$ cat src/wdm_consts.svh
`ifndef WDM_CONSTS_SVH
`define WDM_CONSTS_SVH

// data-space offsets
`define WDM_OFS_CTRL 8'h60
`define WDM_OFS_CORE_STATUS 8'h5f
// port-instruction space sits this far below data space
`define WDM_IO_OFFSET 8'h20
`define WDM_IO_MAX 8'h3f

// control/status field positions
`define WDM_BIT_FLAG 7
`define WDM_BIT_IRQ_EN 6
`define WDM_BIT_PRES_MSB 5
`define WDM_BIT_CHG_WIN 4
`define WDM_BIT_RST_EN 3
`define WDM_BIT_PRES_B2 2
`define WDM_BIT_PRES_B1 1
`define WDM_BIT_PRES_LSB 0
`define WDM_BIT_GLOBAL_IE 7

// reset values
`define WDM_RST_CTRL 8'h00
`define WDM_RST_CORE_STATUS 8'h00

// timing counts
`define WDM_CHG_WIN_CYCLES 3'h4
`define WDM_TMO_BASE_CYCLES 13'h0008
`define WDM_TMO_MAX_SEL 4'h9

`endif

$ cat src/wdm_pkg.sv
package wdm_pkg;

  typedef enum logic [1:0] {
    WDM_STOPPED,
    WDM_IRQ,
    WDM_RESET,
    WDM_IRQ_RESET
  } wdm_mode_t;

endpackage

$ cat src/wdm_tmo_if.sv
`timescale 1ns/10ps
interface wdm_tmo_if;
  logic run;
  logic restart;
  logic [3:0] presSel;
  logic expire;

  modport ctl (
    output run,
    output restart,
    output presSel,
    input expire
  );

  modport cnt (
    input run,
    input restart,
    input presSel,
    output expire
  );
endinterface // wdm_tmo_if

$ cat src/wdm_watchdog_ctrl.sv
`timescale 1ns/10ps
`include "wdm_consts.svh"
// Behaviour
// - time-out in interrupt mode sets flag
// - vector or written one clears flag
// - interrupt needs flag, enable, global enable
// - irq enable only: interrupt on time-out
// - combined mode: first time-out sets flag
// - combined vector clears enable and flag
// - combined unserviced second time-out resets system
// - programmed fuse forces system reset mode
// - reset-enable clear, prescale change need window
// - change window closes after four cycles
// - taken interrupt clears global enable; return sets
// - global enable clear blocks every interrupt
// - low registers also at offset minus 0x20
module wdm_watchdog_ctrl
  import wdm_pkg::*;
(
  // clock, reset, enable
  input wire logic ref_clk,
  input wire logic rst,
  input wire logic clkEn,
  // core i/o bus
  input wire logic [7:0] busAddr,
  input wire logic busIoSpace,
  input wire logic busWrEn,
  input wire logic busRdEn,
  input wire logic [7:0] busWrData,
  output logic [7:0] busRdData,
  // core events
  input wire logic irqAck,
  input wire logic wdVecAck,
  input wire logic retInstr,
  input wire logic setGlobalIrq,
  input wire logic clearGlobalIrq,
  input wire logic wdKick,
  // fuse pin
  input wire logic forcedResetFuse,
  // requests and global enable
  output logic irqReq,
  output logic sysResetReq,
  output logic globalIrqEn
);

  // fuse synchroniser
  logic fuseMeta_r;
  logic fuseSync_r;

  // register state
  logic tmoFlag_r;
  logic tmoFlag_nxt;
  logic irqEn_r;
  logic irqEn_nxt;
  logic rstEn_r;
  logic rstEn_nxt;
  logic [3:0] presSel_r;
  logic [3:0] presSel_nxt;
  logic globalIe_r;
  logic globalIe_nxt;
  logic irqReq_r;
  logic sysResetReq_r;
  logic [7:0] busRdData_r;
  logic [7:0] busRdData_nxt;

  wdm_mode_t mode;
  logic chgActive;

  wdm_tmo_if tmo ();

  // address decode
  wire [7:0] effAddr;
  wire ioInRange;
  wire selCtrl;
  wire selCore;
  wire ctrlWr;
  wire coreWr;

  assign effAddr = busIoSpace ? 8'(busAddr + `WDM_IO_OFFSET) : busAddr;
  assign ioInRange = !busIoSpace || (busAddr <= `WDM_IO_MAX);
  assign selCtrl = ioInRange && (effAddr == `WDM_OFS_CTRL);
  assign selCore = ioInRange && (effAddr == `WDM_OFS_CORE_STATUS);
  assign ctrlWr = busWrEn && selCtrl;
  assign coreWr = busWrEn && selCore;

  // mode selection
  wire fuseProgrammed;
  assign fuseProgrammed = !fuseSync_r;

  always_comb begin
    if (fuseProgrammed) begin
      mode = WDM_RESET;
    end else begin
      unique case ({rstEn_r, irqEn_r})
        2'b00: mode = WDM_STOPPED;
        2'b01: mode = WDM_IRQ;
        2'b10: mode = WDM_RESET;
        2'b11: mode = WDM_IRQ_RESET;
      endcase
    end
  end

  // time-out actions
  wire tmoSetFlag;
  wire tmoReset;
  wire combined;

  assign combined = (mode == WDM_IRQ_RESET);
  assign tmoSetFlag = tmo.expire && ((mode == WDM_IRQ) || (combined && !tmoFlag_r));
  assign tmoReset = tmo.expire && ((mode == WDM_RESET) || (combined && tmoFlag_r));

  assign tmo.run = (mode != WDM_STOPPED);
  // the wrap at the limit already restarts; a second restart would stretch the period
  assign tmo.restart = wdKick;
  assign tmo.presSel = presSel_r;

  // change window
  wire chgOpen;
  assign chgOpen = ctrlWr && busWrData[`WDM_BIT_CHG_WIN];

  wdm_change_window u_chgWin (
    .ref_clk(ref_clk),
    .rst(rst),
    .clkEn(clkEn),
    .open(chgOpen),
    .active(chgActive)
  );

  wdm_timeout_counter u_tmoCnt (
    .ref_clk(ref_clk),
    .rst(rst),
    .clkEn(clkEn),
    .tmo(tmo.cnt)
  );

  // flag: a time-out in the same cycle as a clear wins
  always_comb begin
    tmoFlag_nxt = tmoFlag_r;
    if (wdVecAck || (ctrlWr && busWrData[`WDM_BIT_FLAG])) begin
      tmoFlag_nxt = 1'b0;
    end
    if (tmoSetFlag) begin
      tmoFlag_nxt = 1'b1;
    end
  end

  // enables and prescaler
  always_comb begin
    irqEn_nxt = irqEn_r;
    rstEn_nxt = rstEn_r;
    presSel_nxt = presSel_r;
    if (ctrlWr) begin
      irqEn_nxt = busWrData[`WDM_BIT_IRQ_EN];
      if (busWrData[`WDM_BIT_RST_EN]) begin
        rstEn_nxt = 1'b1;
      end else if (chgActive) begin
        rstEn_nxt = 1'b0;
      end
      if (chgActive) begin
        presSel_nxt = {busWrData[`WDM_BIT_PRES_MSB], busWrData[`WDM_BIT_PRES_B2],
                       busWrData[`WDM_BIT_PRES_B1], busWrData[`WDM_BIT_PRES_LSB]};
      end
    end
    // servicing the combined mode drops back to reset mode
    if (wdVecAck && combined) begin
      irqEn_nxt = 1'b0;
    end
  end

  // global interrupt enable; a taken interrupt has the last word
  always_comb begin
    globalIe_nxt = globalIe_r;
    if (coreWr) begin
      globalIe_nxt = busWrData[`WDM_BIT_GLOBAL_IE];
    end
    if (retInstr || setGlobalIrq) begin
      globalIe_nxt = 1'b1;
    end
    if (clearGlobalIrq || irqAck) begin
      globalIe_nxt = 1'b0;
    end
  end

  // read data; other core status bits live in the core
  wire [7:0] ctrlView;
  assign ctrlView = {tmoFlag_r, irqEn_r, presSel_r[3], chgActive, rstEn_r, presSel_r[2:0]};

  always_comb begin
    busRdData_nxt = 8'h00;
    if (busRdEn && selCtrl) begin
      busRdData_nxt = ctrlView;
    end else if (busRdEn && selCore) begin
      busRdData_nxt = {globalIe_r, 7'h00};
    end
  end

  always_ff @(posedge ref_clk) begin
    if (rst) begin
      fuseMeta_r <= 1'b1;
      fuseSync_r <= 1'b1;
    end else if (clkEn) begin
      fuseMeta_r <= forcedResetFuse;
      fuseSync_r <= fuseMeta_r;
    end
  end

  always_ff @(posedge ref_clk) begin
    if (rst) begin
      tmoFlag_r <= 1'(`WDM_RST_CTRL >> `WDM_BIT_FLAG);
      irqEn_r <= 1'b0;
      rstEn_r <= 1'b0;
      presSel_r <= 4'h0;
    end else if (clkEn) begin
      tmoFlag_r <= tmoFlag_nxt;
      irqEn_r <= irqEn_nxt;
      rstEn_r <= rstEn_nxt;
      presSel_r <= presSel_nxt;
    end
  end

  always_ff @(posedge ref_clk) begin
    if (rst) begin
      globalIe_r <= 1'b0;
      irqReq_r <= 1'b0;
      sysResetReq_r <= 1'b0;
      busRdData_r <= 8'h00;
    end else if (clkEn) begin
      globalIe_r <= globalIe_nxt;
      irqReq_r <= tmoFlag_r && irqEn_r && globalIe_r;
      sysResetReq_r <= tmoReset;
      busRdData_r <= busRdData_nxt;
    end
  end

  assign irqReq = irqReq_r;
  assign sysResetReq = sysResetReq_r;
  assign globalIrqEn = globalIe_r;
  assign busRdData = busRdData_r;

endmodule // wdm_watchdog_ctrl

$ cat src/wdm_timeout_counter.sv
`timescale 1ns/10ps
`include "wdm_consts.svh"
module wdm_timeout_counter
  import wdm_pkg::*;
(
  // clock and reset
  input wire logic ref_clk,
  input wire logic rst,
  input wire logic clkEn,
  // control side
  wdm_tmo_if.cnt tmo
);

  logic [12:0] cnt_r;
  logic expire_r;
  wire [3:0] selClamp;
  wire [12:0] limit;
  wire atLimit;

  // selections past the longest period saturate there
  assign selClamp = (tmo.presSel > `WDM_TMO_MAX_SEL) ? `WDM_TMO_MAX_SEL : tmo.presSel;
  assign limit = 13'((`WDM_TMO_BASE_CYCLES << selClamp) - 13'h0001);
  assign atLimit = (cnt_r == limit);
  assign tmo.expire = expire_r;

  always_ff @(posedge ref_clk) begin
    if (rst) begin
      cnt_r <= 13'h0000;
      expire_r <= 1'b0;
    end else if (clkEn) begin
      expire_r <= tmo.run && !tmo.restart && atLimit;
      if (!tmo.run || tmo.restart || atLimit) begin
        cnt_r <= 13'h0000;
      end else begin
        cnt_r <= cnt_r + 13'h0001;
      end
    end
  end

endmodule // wdm_timeout_counter

$ cat src/wdm_change_window.sv
`timescale 1ns/10ps
`include "wdm_consts.svh"
module wdm_change_window
  import wdm_pkg::*;
(
  // clock and reset
  input wire logic ref_clk,
  input wire logic rst,
  input wire logic clkEn,
  // window control
  input wire logic open,
  output logic active
);

  logic [2:0] cnt_r;

  assign active = (cnt_r != 3'h0);

  // a fresh write restarts the full window
  always_ff @(posedge ref_clk) begin
    if (rst) begin
      cnt_r <= 3'h0;
    end else if (clkEn) begin
      if (open) begin
        cnt_r <= `WDM_CHG_WIN_CYCLES;
      end else if (active) begin
        cnt_r <= cnt_r - 3'h1;
      end
    end
  end

endmodule // wdm_change_window

$ cat config.mk
export PLATFORM = sky130hd
export DESIGN_NAME = wdm_watchdog_ctrl
export DESIGN_NICKNAME = d
export VERILOG_FILES = /design/src/wdm_pkg.sv /design/src/wdm_tmo_if.sv /design/src/wdm_watchdog_ctrl.sv /design/src/wdm_timeout_counter.sv /design/src/wdm_change_window.sv
export VERILOG_INCLUDE_DIRS = /design/src
export SDC_FILE = /design/constraint.sdc
export NUM_CORES = 1
export LEC_CHECK = 0
export BUFFER_PORTS_ARGS = -buffer_cell sky130_fd_sc_hd__buf_2
export CORE_MARGIN = 2
export CORE_UTILIZATION = 45
export CTS_CLUSTER_SIZE = 16
export DETAILED_ROUTE_END_ITERATION = 7
export PLACE_DENSITY = 0.74
export RECOVER_POWER = 50
export REMOVE_ABC_BUFFERS = 1
export SLEW_MARGIN = 15
export SYNTH_ARGS = -nofsm -noshare
export SYNTH_HDL_FRONTEND = slang
export SYNTH_HIERARCHICAL = 1
export SYNTH_SLANG_ARGS = --single-unit
$ cat constraint.sdc
create_clock -name ref_clk -period 3.1 [get_ports ref_clk]
set_input_delay 0.465 -clock ref_clk [delete_from_list [all_inputs] [get_ports ref_clk]]
set_output_delay 0.465 -clock ref_clk [all_outputs]
set_load 0.005 [all_outputs]
==> out/metrics.csv, run 1 <==
metric,value,unit
nets,329,
finalCritPeriodShare,94.8,%
routedWlPerCell,13.4,um
first_pass_iters,4,
synth_area_leaders,"dfxtp_1 (35%), nand2_1 (5.8%), a21oi_1 (3.8%), mux2i_1 (3.8%), nor3_1 (3.8%)",
core-area,0.00463,mm2
layout_commonest_cell,dfxtp_1,
num_vias,1980,
synth_area_per_cell,8.46,um2
synth_seq_area_share,34.8,%
p_int,0.690,mW
synth_top_area_cell,dfxtp_1,
final_hold_viol_count,0,
numPortBuffers,39,
status,finished clean,
antenna_cells,0,
die_area,0.00530,mm2
fmax,0.340,GHz
clockBufferDepth,2,
antenna_found_initial,0,
cts_hold_buf,0,
synth.distinct_cells,52,
syn_area,0.00213,mm2
start_util,46.0,%
cts_setup_buffers,0,
p_per_area,384,mW/mm2
maxCapViolations,0,
drive_above_1_share,18.9,%
grt_pass1_vias,1782,
slew-limit-headroom,29.4,%
clockRootBuffer,clkbuf_8,
layout_common_cells,"dfxtp_1 (37), buf_2 (35), nand2_1 (33)",
cts_sinks,37,
die_y,72.8,um
synthDominantCellAreaShare,34.8,%
synth_edf_count,0,
crit_fanout,12,
ir_worst_vdd,287,uV
placementRows,25,
via_per_inst,5.66,
setup_tns,0,ns
die_x,72.8,um
numCtsBuffers,5,
ys_ff_latch,37,
clk_pin_slew_worst_paths,0.07,ns
rsz0062_at_grt,no,
path_cells,or4_4 -> ha_1 -> xnor2_1 -> xnor2_1 -> or4_4 -> nor4_1 -> o21ai_0,
switching_share,26.9,%
area_growth,15.4,%
period_minus_slack,2.94,ns
tritoncts,done,
finClkSkew,0.0107,ns
critPathSlowestCell,or4_4,
grt_max_degree,25,
grt_overflow_total,0,
fill_cells,449,
crit_arrival,3.10,ns
h-tree-depth,2,
worstSetupPathType,reg2reg,
comb_power_share,11.8,%
postRouteAntennaNets,0,
hold_class,in2reg,
hpwl,3520,um
drt_iter0_drc,123,
grt_first_pass_wirelength,7700,um
startpoint_type,register,
post_cts_resized,0,
ys_async_sr_fraction,0,%
power_frac_seq,51.9,%
setup_violations,0,
cp_top_family,simple AND/OR/NAND/NOR gates,
power,0.945,mW
syn-instance-count,252,
end_kind,register,
place.gp.congestion,0.841,
switchingPower,0.254,mW
required,3.26,ns
worst_path_largest_cell_delay,0.54,ns
drcViolationCount,0,
drt_wl_total,4700,um
clk_latency,0.30,ns
power.share.clock,36.3,%
ys.flop_type,dfxtp_1,
worst_slew_pin_slew,1.06,ns
path_buf_inv,0,
timing.hold.ws,0.396,ns
p_leak,0.895,nW
io_pins,40,
yosys_warnings,6,
drv_slew,0,
grt_use_total,18.3,%
-- per-stage QoR --
step	area (um2)	utilization, %	setup WS, ns	std cells
final	2460	53.1	0.161	350
after global routing	2460	53.1	0.00124	350
after CTS	2480	53.6	0.190	350
after detailed placement	2390	51.7	0.203	342
after global placement	2390	51.7	0.308	342
after floorplan	2080	-	0.352	243
-- worst reg2reg max path, delay by kind of cell (launching register included) --
kind	cells	cell delay, ns
and+or+nand+nor	3	1.55
DFF	1	0.44
AOI/OAI and AO/OA	1	0.18
xor gates and xnor gates	2	0.31
adders and majority gates	1	0.32
-- final timing paths --
kind                   start                end  slack [ns]  cells past startpoint
max             presSel_r[1]  u_tmoCnt/cnt_r[0]        0.16                      7
min          forcedResetFuse         fuseMeta_r        0.40                      3
max reg2reg     presSel_r[1]  u_tmoCnt/cnt_r[0]        0.16                      7
min reg2reg     busRdData[3]       busRdData[3]        0.46                      2
-- metal layers --
layer  up-vias  global-route usage, %  part of all wire [%]  wire (um)
met5         -                      0                     0          0
met4         0                   5.56                   1.0         48
met3         6                   5.39                   4.7        219
met2        44                   29.6                    47       2230
met1       925                   23.5                    47       2200
li1       1005                      -                     -          -
-- final cells by class --
cell class | instances | area [um2] | share of cell area, %
clock inverter | 3 | 22.5 | 0.916
sequential | 37 | 741 | 30.1
timing repair buffer | 45 | 231 | 9.41
inverter | 14 | 52.6 | 2.14
clock buffer | 5 | 68.8 | 2.80
tap | 54 | 67.6 | 2.75
multi-input combinational | 192 | 1280 | 51.9
-- kinds of logic after synthesis --
group / after synthesis / synth area share (%)
xor+xnor: 16 / 6.58
simple gates: 114 / 32.4
compound gates: 49 / 15.0
fa+ha+maj: 5 / 2.94
flops: 37 / 34.8
mux: 8 / 3.76
buf+inv: 23 / 4.64
-- flip-flops by register name, indices dropped and copies added, names as in the netlist, 3 cells and up --
name            flops
u_chgWin/cnt_r      3
busRdData           8
presSel_r           4
u_tmoCnt/cnt_r     13
-- Yosys cell counts (all sizes together) (2+ instances only) --
cell type / n
dfxtp: 37
nand2: 33
nor3: 17
a21oi: 16
inv: 13
nand3: 10
o21ai: 9
mux2i: 8
xnor2: 8
xor2: 8
nand4: 7
nor2: 7
or4: 6
buf: 5
ha: 5
nor4: 5
and4: 4
clkbuf: 4
nand2b: 4
nor2b: 4
o211ai: 4
o32ai: 4
and3: 3
nor3b: 3
nor4b: 3
a311oi: 2
and2: 2
o22ai: 2
o31ai: 2
-- power groups by stage --
stage	Clock (mW)	Sequential, mW	Combinational [mW]
global route	0.374	0.491	0.128
finish	0.342	0.490	0.112
detailed placement	0	0.501	0.114
floorplan	0	0.500	0.0695
global placement	0	0.501	0.112
CTS	0.352	0.490	0.115
No activity file was read; power rests on OpenSTA's default activity.
==> run 2: changes to the inputs <==
CORE_UTILIZATION = 46   (was 45)
PLACE_DENSITY = 0.75   (was 0.74)
==> run 2 against run 1 <==
Compared with the run above:
- register-to-register slack better by 0.11 ns
- design area decreased by 0.46%
- hold slack got worse by 0.0030 ns
- utilization rose by 2.3 points
- non-clock buffer count decreased by 1
- highest routed layer unchanged
==> out/metrics.csv, run 2 (synthesis results as in run 1) <==
metric,value,unit,change
crit_start,presSel_r[1],,
setup_tns,0,ns,unchanged
timing.hold.ws,0.393,ns,-0.00298 ns
hpwl,3400,um,-3.3%
switchingPower,0.242,mW,-4.9%
rsz0062_at_grt,no,,
area_growth,14.9,%,
required,3.26,ns,about the same
clk_pin_slew_worst_paths,0.07,ns,about the same
placementRows,24,,-4.0%
drt_wl_total,4710,um,+0.32%
p_int,0.734,mW,+6.3%
period_minus_slack,2.83,ns,-0.106 ns
regArea,741,um2,unchanged
startpoint_type,register,,
die_y,72.1,um,-1.0%
cts_hold_buf,0,,unchanged
power_frac_seq,50.3,%,-1.6 points
status,finished clean,,
via_per_inst,5.70,,+0.71%
reg2reg_from,presSel_r[1],,
drt_iter0_drc,94,,-24%
setup_violations,0,,unchanged
top_register,u_tmoCnt/cnt_r,,
grt_max_degree,25,,unchanged
cts_setup_buffers,0,,unchanged
placed_cell_area,0.00238,mm2,-0.42%
final_hold_viol_count,0,,unchanged
grt_overflow_total,0,,unchanged
drive_above_1_share,18.3,%,-0.61 points
post_cts_resized,0,,unchanged
numPortBuffers,39,,unchanged
tritoncts,done,,
r2r_setup_slack,0.27,ns,+0.11 ns
finalCritPeriodShare,91.4,%,-3.4 points
slew-limit-headroom,27.8,%,-1.6 points
numCtsBuffers,5,,unchanged
first_pass_iters,4,,unchanged
fill_cells,416,,-7.3%
num_vias,1977,,-0.15%
hold_class,in2reg,,
routedWlPerCell,13.6,um,+1.2%
drcViolationCount,0,,unchanged
io_pins,40,,unchanged
grt_pass1_vias,1854,,+4.0%
grt_use_total,19.9,%,+1.6 points
finClkSkew,0.00713,ns,-0.00361 ns
p_per_area,399,mW/mm2,+3.8%
largest_register_ffs,13,,unchanged
start_util,48.3,%,+2.2 points
ir_worst_vdd,243,uV,-15%
fin_area,0.00245,mm2,-0.46%
worstSetupPathType,reg2reg,,
nets,328,,-0.30%
grt_first_pass_wirelength,8240,um,+7.0%
layout_common_cells,"dfxtp_1 (37), buf_2 (35), nand2_1 (33)",,
clockRootBuffer,clkbuf_8,,
fin_cells,347,,-0.86%
die_x,72.1,um,-1.0%
fmax,0.353,GHz,+3.7%
p_leak,0.893,nW,-0.22%
core-area,0.00441,mm2,-4.6%
worst_slew_pin_slew,1.08,ns,+0.0240 ns
worstHoldStart,forcedResetFuse,,
comb_power_share,11.5,%,-0.3 points
multiInputGateArea,0.00126,mm2,-0.88%
dp.cells,339,,-0.88%
antenna_cells,0,,unchanged
h-tree-depth,2,,unchanged
switching_share,24.8,%,-2.1 points
postRouteAntennaNets,0,,unchanged
cts_sinks,37,,unchanged
antenna_found_initial,0,,unchanged
end_kind,register,,
maxCapViolations,0,,unchanged
die_area,0.00519,mm2,-2.0%
crit_arrival,2.99,ns,-0.11 ns
power.share.clock,38.3,%,+2.0 points
final_core_util,55.5,%,+2.3 points
clk_latency,0.29,ns,about the same
layout_commonest_cell,dfxtp_1,,
clockBufferDepth,2,,unchanged
crit_fanout,12,,unchanged
place.gp.congestion,0.799,,-5.0%
drv_slew,0,,unchanged
[run 2: cell count changes in the layout (fill, tap and decap cells not counted), sizes merged]
cell / previous run / this run
clkinvlp: 3 / 0
clkbuf: 10 / 12
buf: 40 / 39
clkinv: 1 / 2
[run 2: critical path, cell delays in order (launching register included)]
cell	delay [ns]
dfxtp_1	0.41
or4_4	0.46
ha_1	0.32
xnor2_1	0.17
xnor2_1	0.13
or4_4	0.53
nor4_4	0.54
nor3_1	0.12
[run 2: metal layers]
layer	part of all wire, %	global-route usage, %
met5	0	0
met4	1.8	7.55
met3	4.6	4.44
met2	44	31.3
met1	49	26.6
[run 2: path summary, 6_finish.rpt]
| kind | to | cells past startpoint |
|---|---|---|
| worst max-delay path | u_tmoCnt/cnt_r[4] | 7 |
| worst min-delay path | fuseMeta_r | 3 |
| worst max register to register | u_tmoCnt/cnt_r[4] | 7 |
| worst min register to register | busRdData[3] | 2 |
[run 2: layout make-up]
| class | count | area share [%] |
|---|---|---|
| Multi-Input combinational cell | 192 | 51.7 |
| Sequential cell | 37 | 30.3 |
| Timing Repair Buffer | 44 | 9.15 |
| Clock buffer | 7 | 3.93 |
| Tap cell | 52 | 2.66 |
| Inverter | 14 | 2.15 |
| Clock inverter | 1 | 0.204 |
[run 2: power groups by stage]
stage	Clock (mW)	Combinational [mW]	Sequential [mW]
2_1_floorplan	0	0.0695	0.500
4_1_cts	0.378	0.116	0.491
3_3_place_gp	0	0.113	0.501
3_5_place_dp	0	0.115	0.502
5_1_grt	0.397	0.127	0.492
6_report	0.373	0.112	0.491
[run 2: stage by stage]
stage	power [mW]	setup slack (ns)
finish	0.976	0.267
CTS	0.985	0.264
global route	1.02	0.0383
detailed placement	0.617	0.297
floorplan	0.569	0.352
global placement	0.614	0.334
==> run 3: changes to the inputs <==
==> constraint.sdc (replaced) <==
create_clock -name ref_clk -period 3.1 [get_ports ref_clk]
set_input_delay 0.31 -clock ref_clk [delete_from_list [all_inputs] [get_ports ref_clk]]
set_output_delay 0.31 -clock ref_clk [all_outputs]
set_load 0.005 [all_outputs]
==> run 3 against run 2 <==
Compared with the run above:
- clock power down 14%
- combinational power about the same
- power down 5.3%
- design area down 1.0%
- die area unchanged
- worst setup slack better by 0.0070 ns
- non-clock buffer count down 1
- critical endpoint is now u_tmoCnt/cnt_r[3]
==> out/metrics.csv, run 3 (synthesis results as in run 1) <==
metric,value,unit,change
status,finished clean,,
tritoncts,done,,
worstSetupPathType,reg2reg,,
rr_worst_depth,7,,unchanged
endpoint,u_tmoCnt/cnt_r[3],,
cts_hold_buf,0,,unchanged
slew-limit-headroom,37.1,%,+9.3 points
core-area,0.00441,mm2,unchanged
numPortBuffers,39,,unchanged
die_area,0.00519,mm2,unchanged
crit_start,presSel_r[1],,
postRouteAntennaNets,0,,unchanged
antenna_found_initial,0,,unchanged
hold_class,in2reg,,
drt_wl_total,4570,um,-3.2%
critPathSlowestCell,nor4_4,,
hpwl,3390,um,-0.21%
antenna_cells,0,,unchanged
io_pins,40,,unchanged
startpoint_type,register,,
power,0.924,mW,-5.3%
final_hold_viol_count,0,,unchanged
drv_slew,0,,unchanged
finClkSkew,0.00590,ns,-0.00123 ns
end_kind,register,,
drive_above_1_share,17.3,%,-0.96 points
via_per_inst,5.66,,-0.62%
dp.cells,338,,-0.29%
setup_tns,0,ns,unchanged
routedWlPerCell,13.2,um,-2.9%
path_cells,or4_4 -> ha_1 -> xnor2_1 -> xnor2_1 -> or4_4 -> nor4_4 -> nor3_1,,
p_leak,0.876,nW,-1.9%
setup_violations,0,,unchanged
clockRootBuffer,clkbuf_8,,
fin_cells,346,,-0.29%
start_util,48.3,%,unchanged
numCtsBuffers,5,,unchanged
fmax,0.354,GHz,+0.25%
reg2reg_from,presSel_r[1],,
die_y,72.1,um,unchanged
h-tree-depth,2,,unchanged
finalCritPeriodShare,91.2,%,-0.23 points
period_minus_slack,2.83,ns,-0.00701 ns
clockBufferDepth,2,,unchanged
layout_common_cells,"dfxtp_1 (37), nand2_1 (33), buf_2 (33)",,
drcViolationCount,0,,unchanged
layout_commonest_cell,dfxtp_1,,
grt_first_pass_wirelength,7940,um,-3.7%
crit_fanout,12,,unchanged
grt_use_total,18.9,%,-1.0 points
post_cts_resized,0,,unchanged
grt_pass1_vias,1825,,-1.6%
drt_iter0_drc,133,,+41%
cts_setup_buffers,0,,unchanged
grt_max_degree,25,,unchanged
clk_pin_slew_worst_paths,0.07,ns,about the same
maxCapViolations,0,,unchanged
worst_slew_pin_slew,0.935,ns,-0.148 ns
path_buf_inv,0,,unchanged
clk_latency,0.28,ns,about the same
cp_top_family,simple AND/OR/NAND/NOR gates,,
crit_arrival,2.98,ns,about the same
die_x,72.1,um,unchanged
grt_overflow_total,0,,unchanged
top_register,u_tmoCnt/cnt_r,,
num_vias,1959,,-0.91%
place.gp.congestion,0.801,,+0.23%
required,3.25,ns,about the same
reg2reg_to,u_tmoCnt/cnt_r[3],,
worst_path_largest_cell_delay,0.54,ns,about the same
nets,327,,-0.30%
worst-path-stages,7,,unchanged
r2r_setup_slack,0.27,ns,about the same
rsz0062_at_grt,no,,
largest_register_ffs,13,,unchanged
first_pass_iters,4,,unchanged
ir_worst_vdd,238,uV,-2.1%
placementRows,24,,unchanged
area_growth,13.7,%,
cts_sinks,37,,unchanged
p_per_area,381,mW/mm2,-4.3%
run 3: cell types whose count changed in the layout (fill, tap and decap cells not counted), sizes merged:
cell / before / now
buf: 39 / 38
clkbuf: 12 / 11
clkinv: 2 / 3
run 3: tightest hold or removal path: cells and delay by family:
family / cells / cell delay [ns]
and+or+nand+nor: 1 / 0.06
muxes: 1 / 0.06
buffers and inverters: 1 / 0.09
run 3: metal layers:
layer	part of all wire [%]	track usage, %	routed length [um]	up-vias
li1	-	-	-	1006
met1	48	25.1	2170	903
met2	47	31.6	2160	45
met3	4.1	3.33	188	5
met4	0.92	5.03	42	0
met5	0	0	0	-
run 3: how the worst min path moves through the flow:
stage              endpoint  slack [ns]            start  cells after the start
2_1_floorplan  busRdData[3]        0.38              rst                      1
3_3_place_gp   busRdData[6]        0.45     busRdData[6]                      2
3_5_place_dp   busRdData[6]        0.45     busRdData[6]                      2
4_1_cts        presSel_r[0]        0.26     busWrData[0]                      3
5_1_grt        presSel_r[3]        0.27     busWrData[5]                      3
6_report         fuseMeta_r        0.27  forcedResetFuse                      3
run 3: per-stage QoR:
step / util, % / instance area, um2 / hold WS (ns) / setup slack [ns]
6_report: 54.9 / 2420 / 0.266 / 0.274
2_1_floorplan: - / 2080 / 0.379 / 0.352
3_5_place_dp: 53.8 / 2370 / 0.452 / 0.281
5_1_grt: 54.9 / 2420 / 0.269 / 0.0541
4_1_cts: 55.7 / 2460 / 0.260 / 0.278
3_3_place_gp: 53.8 / 2370 / 0.446 / 0.331
run 3: power by group:
group | internal [mW] | switching (mW) | total, mW
registers | 0.484 | 0.00620 | 0.491
clock network | 0.156 | 0.166 | 0.322
logic | 0.0481 | 0.0629 | 0.111
total | 0.688 | 0.236 | 0.924
run 3: cell type report:
type / count / area [um2]
inverter: 14 / 52.6
sequential: 37 / 741
timing repair buffer: 43 / 218
fill: 407 / 1990
multi-input combinational: 192 / 1260
clock inverter: 2 / 10.0
clock buffer: 6 / 72.6
tap: 52 / 65.1
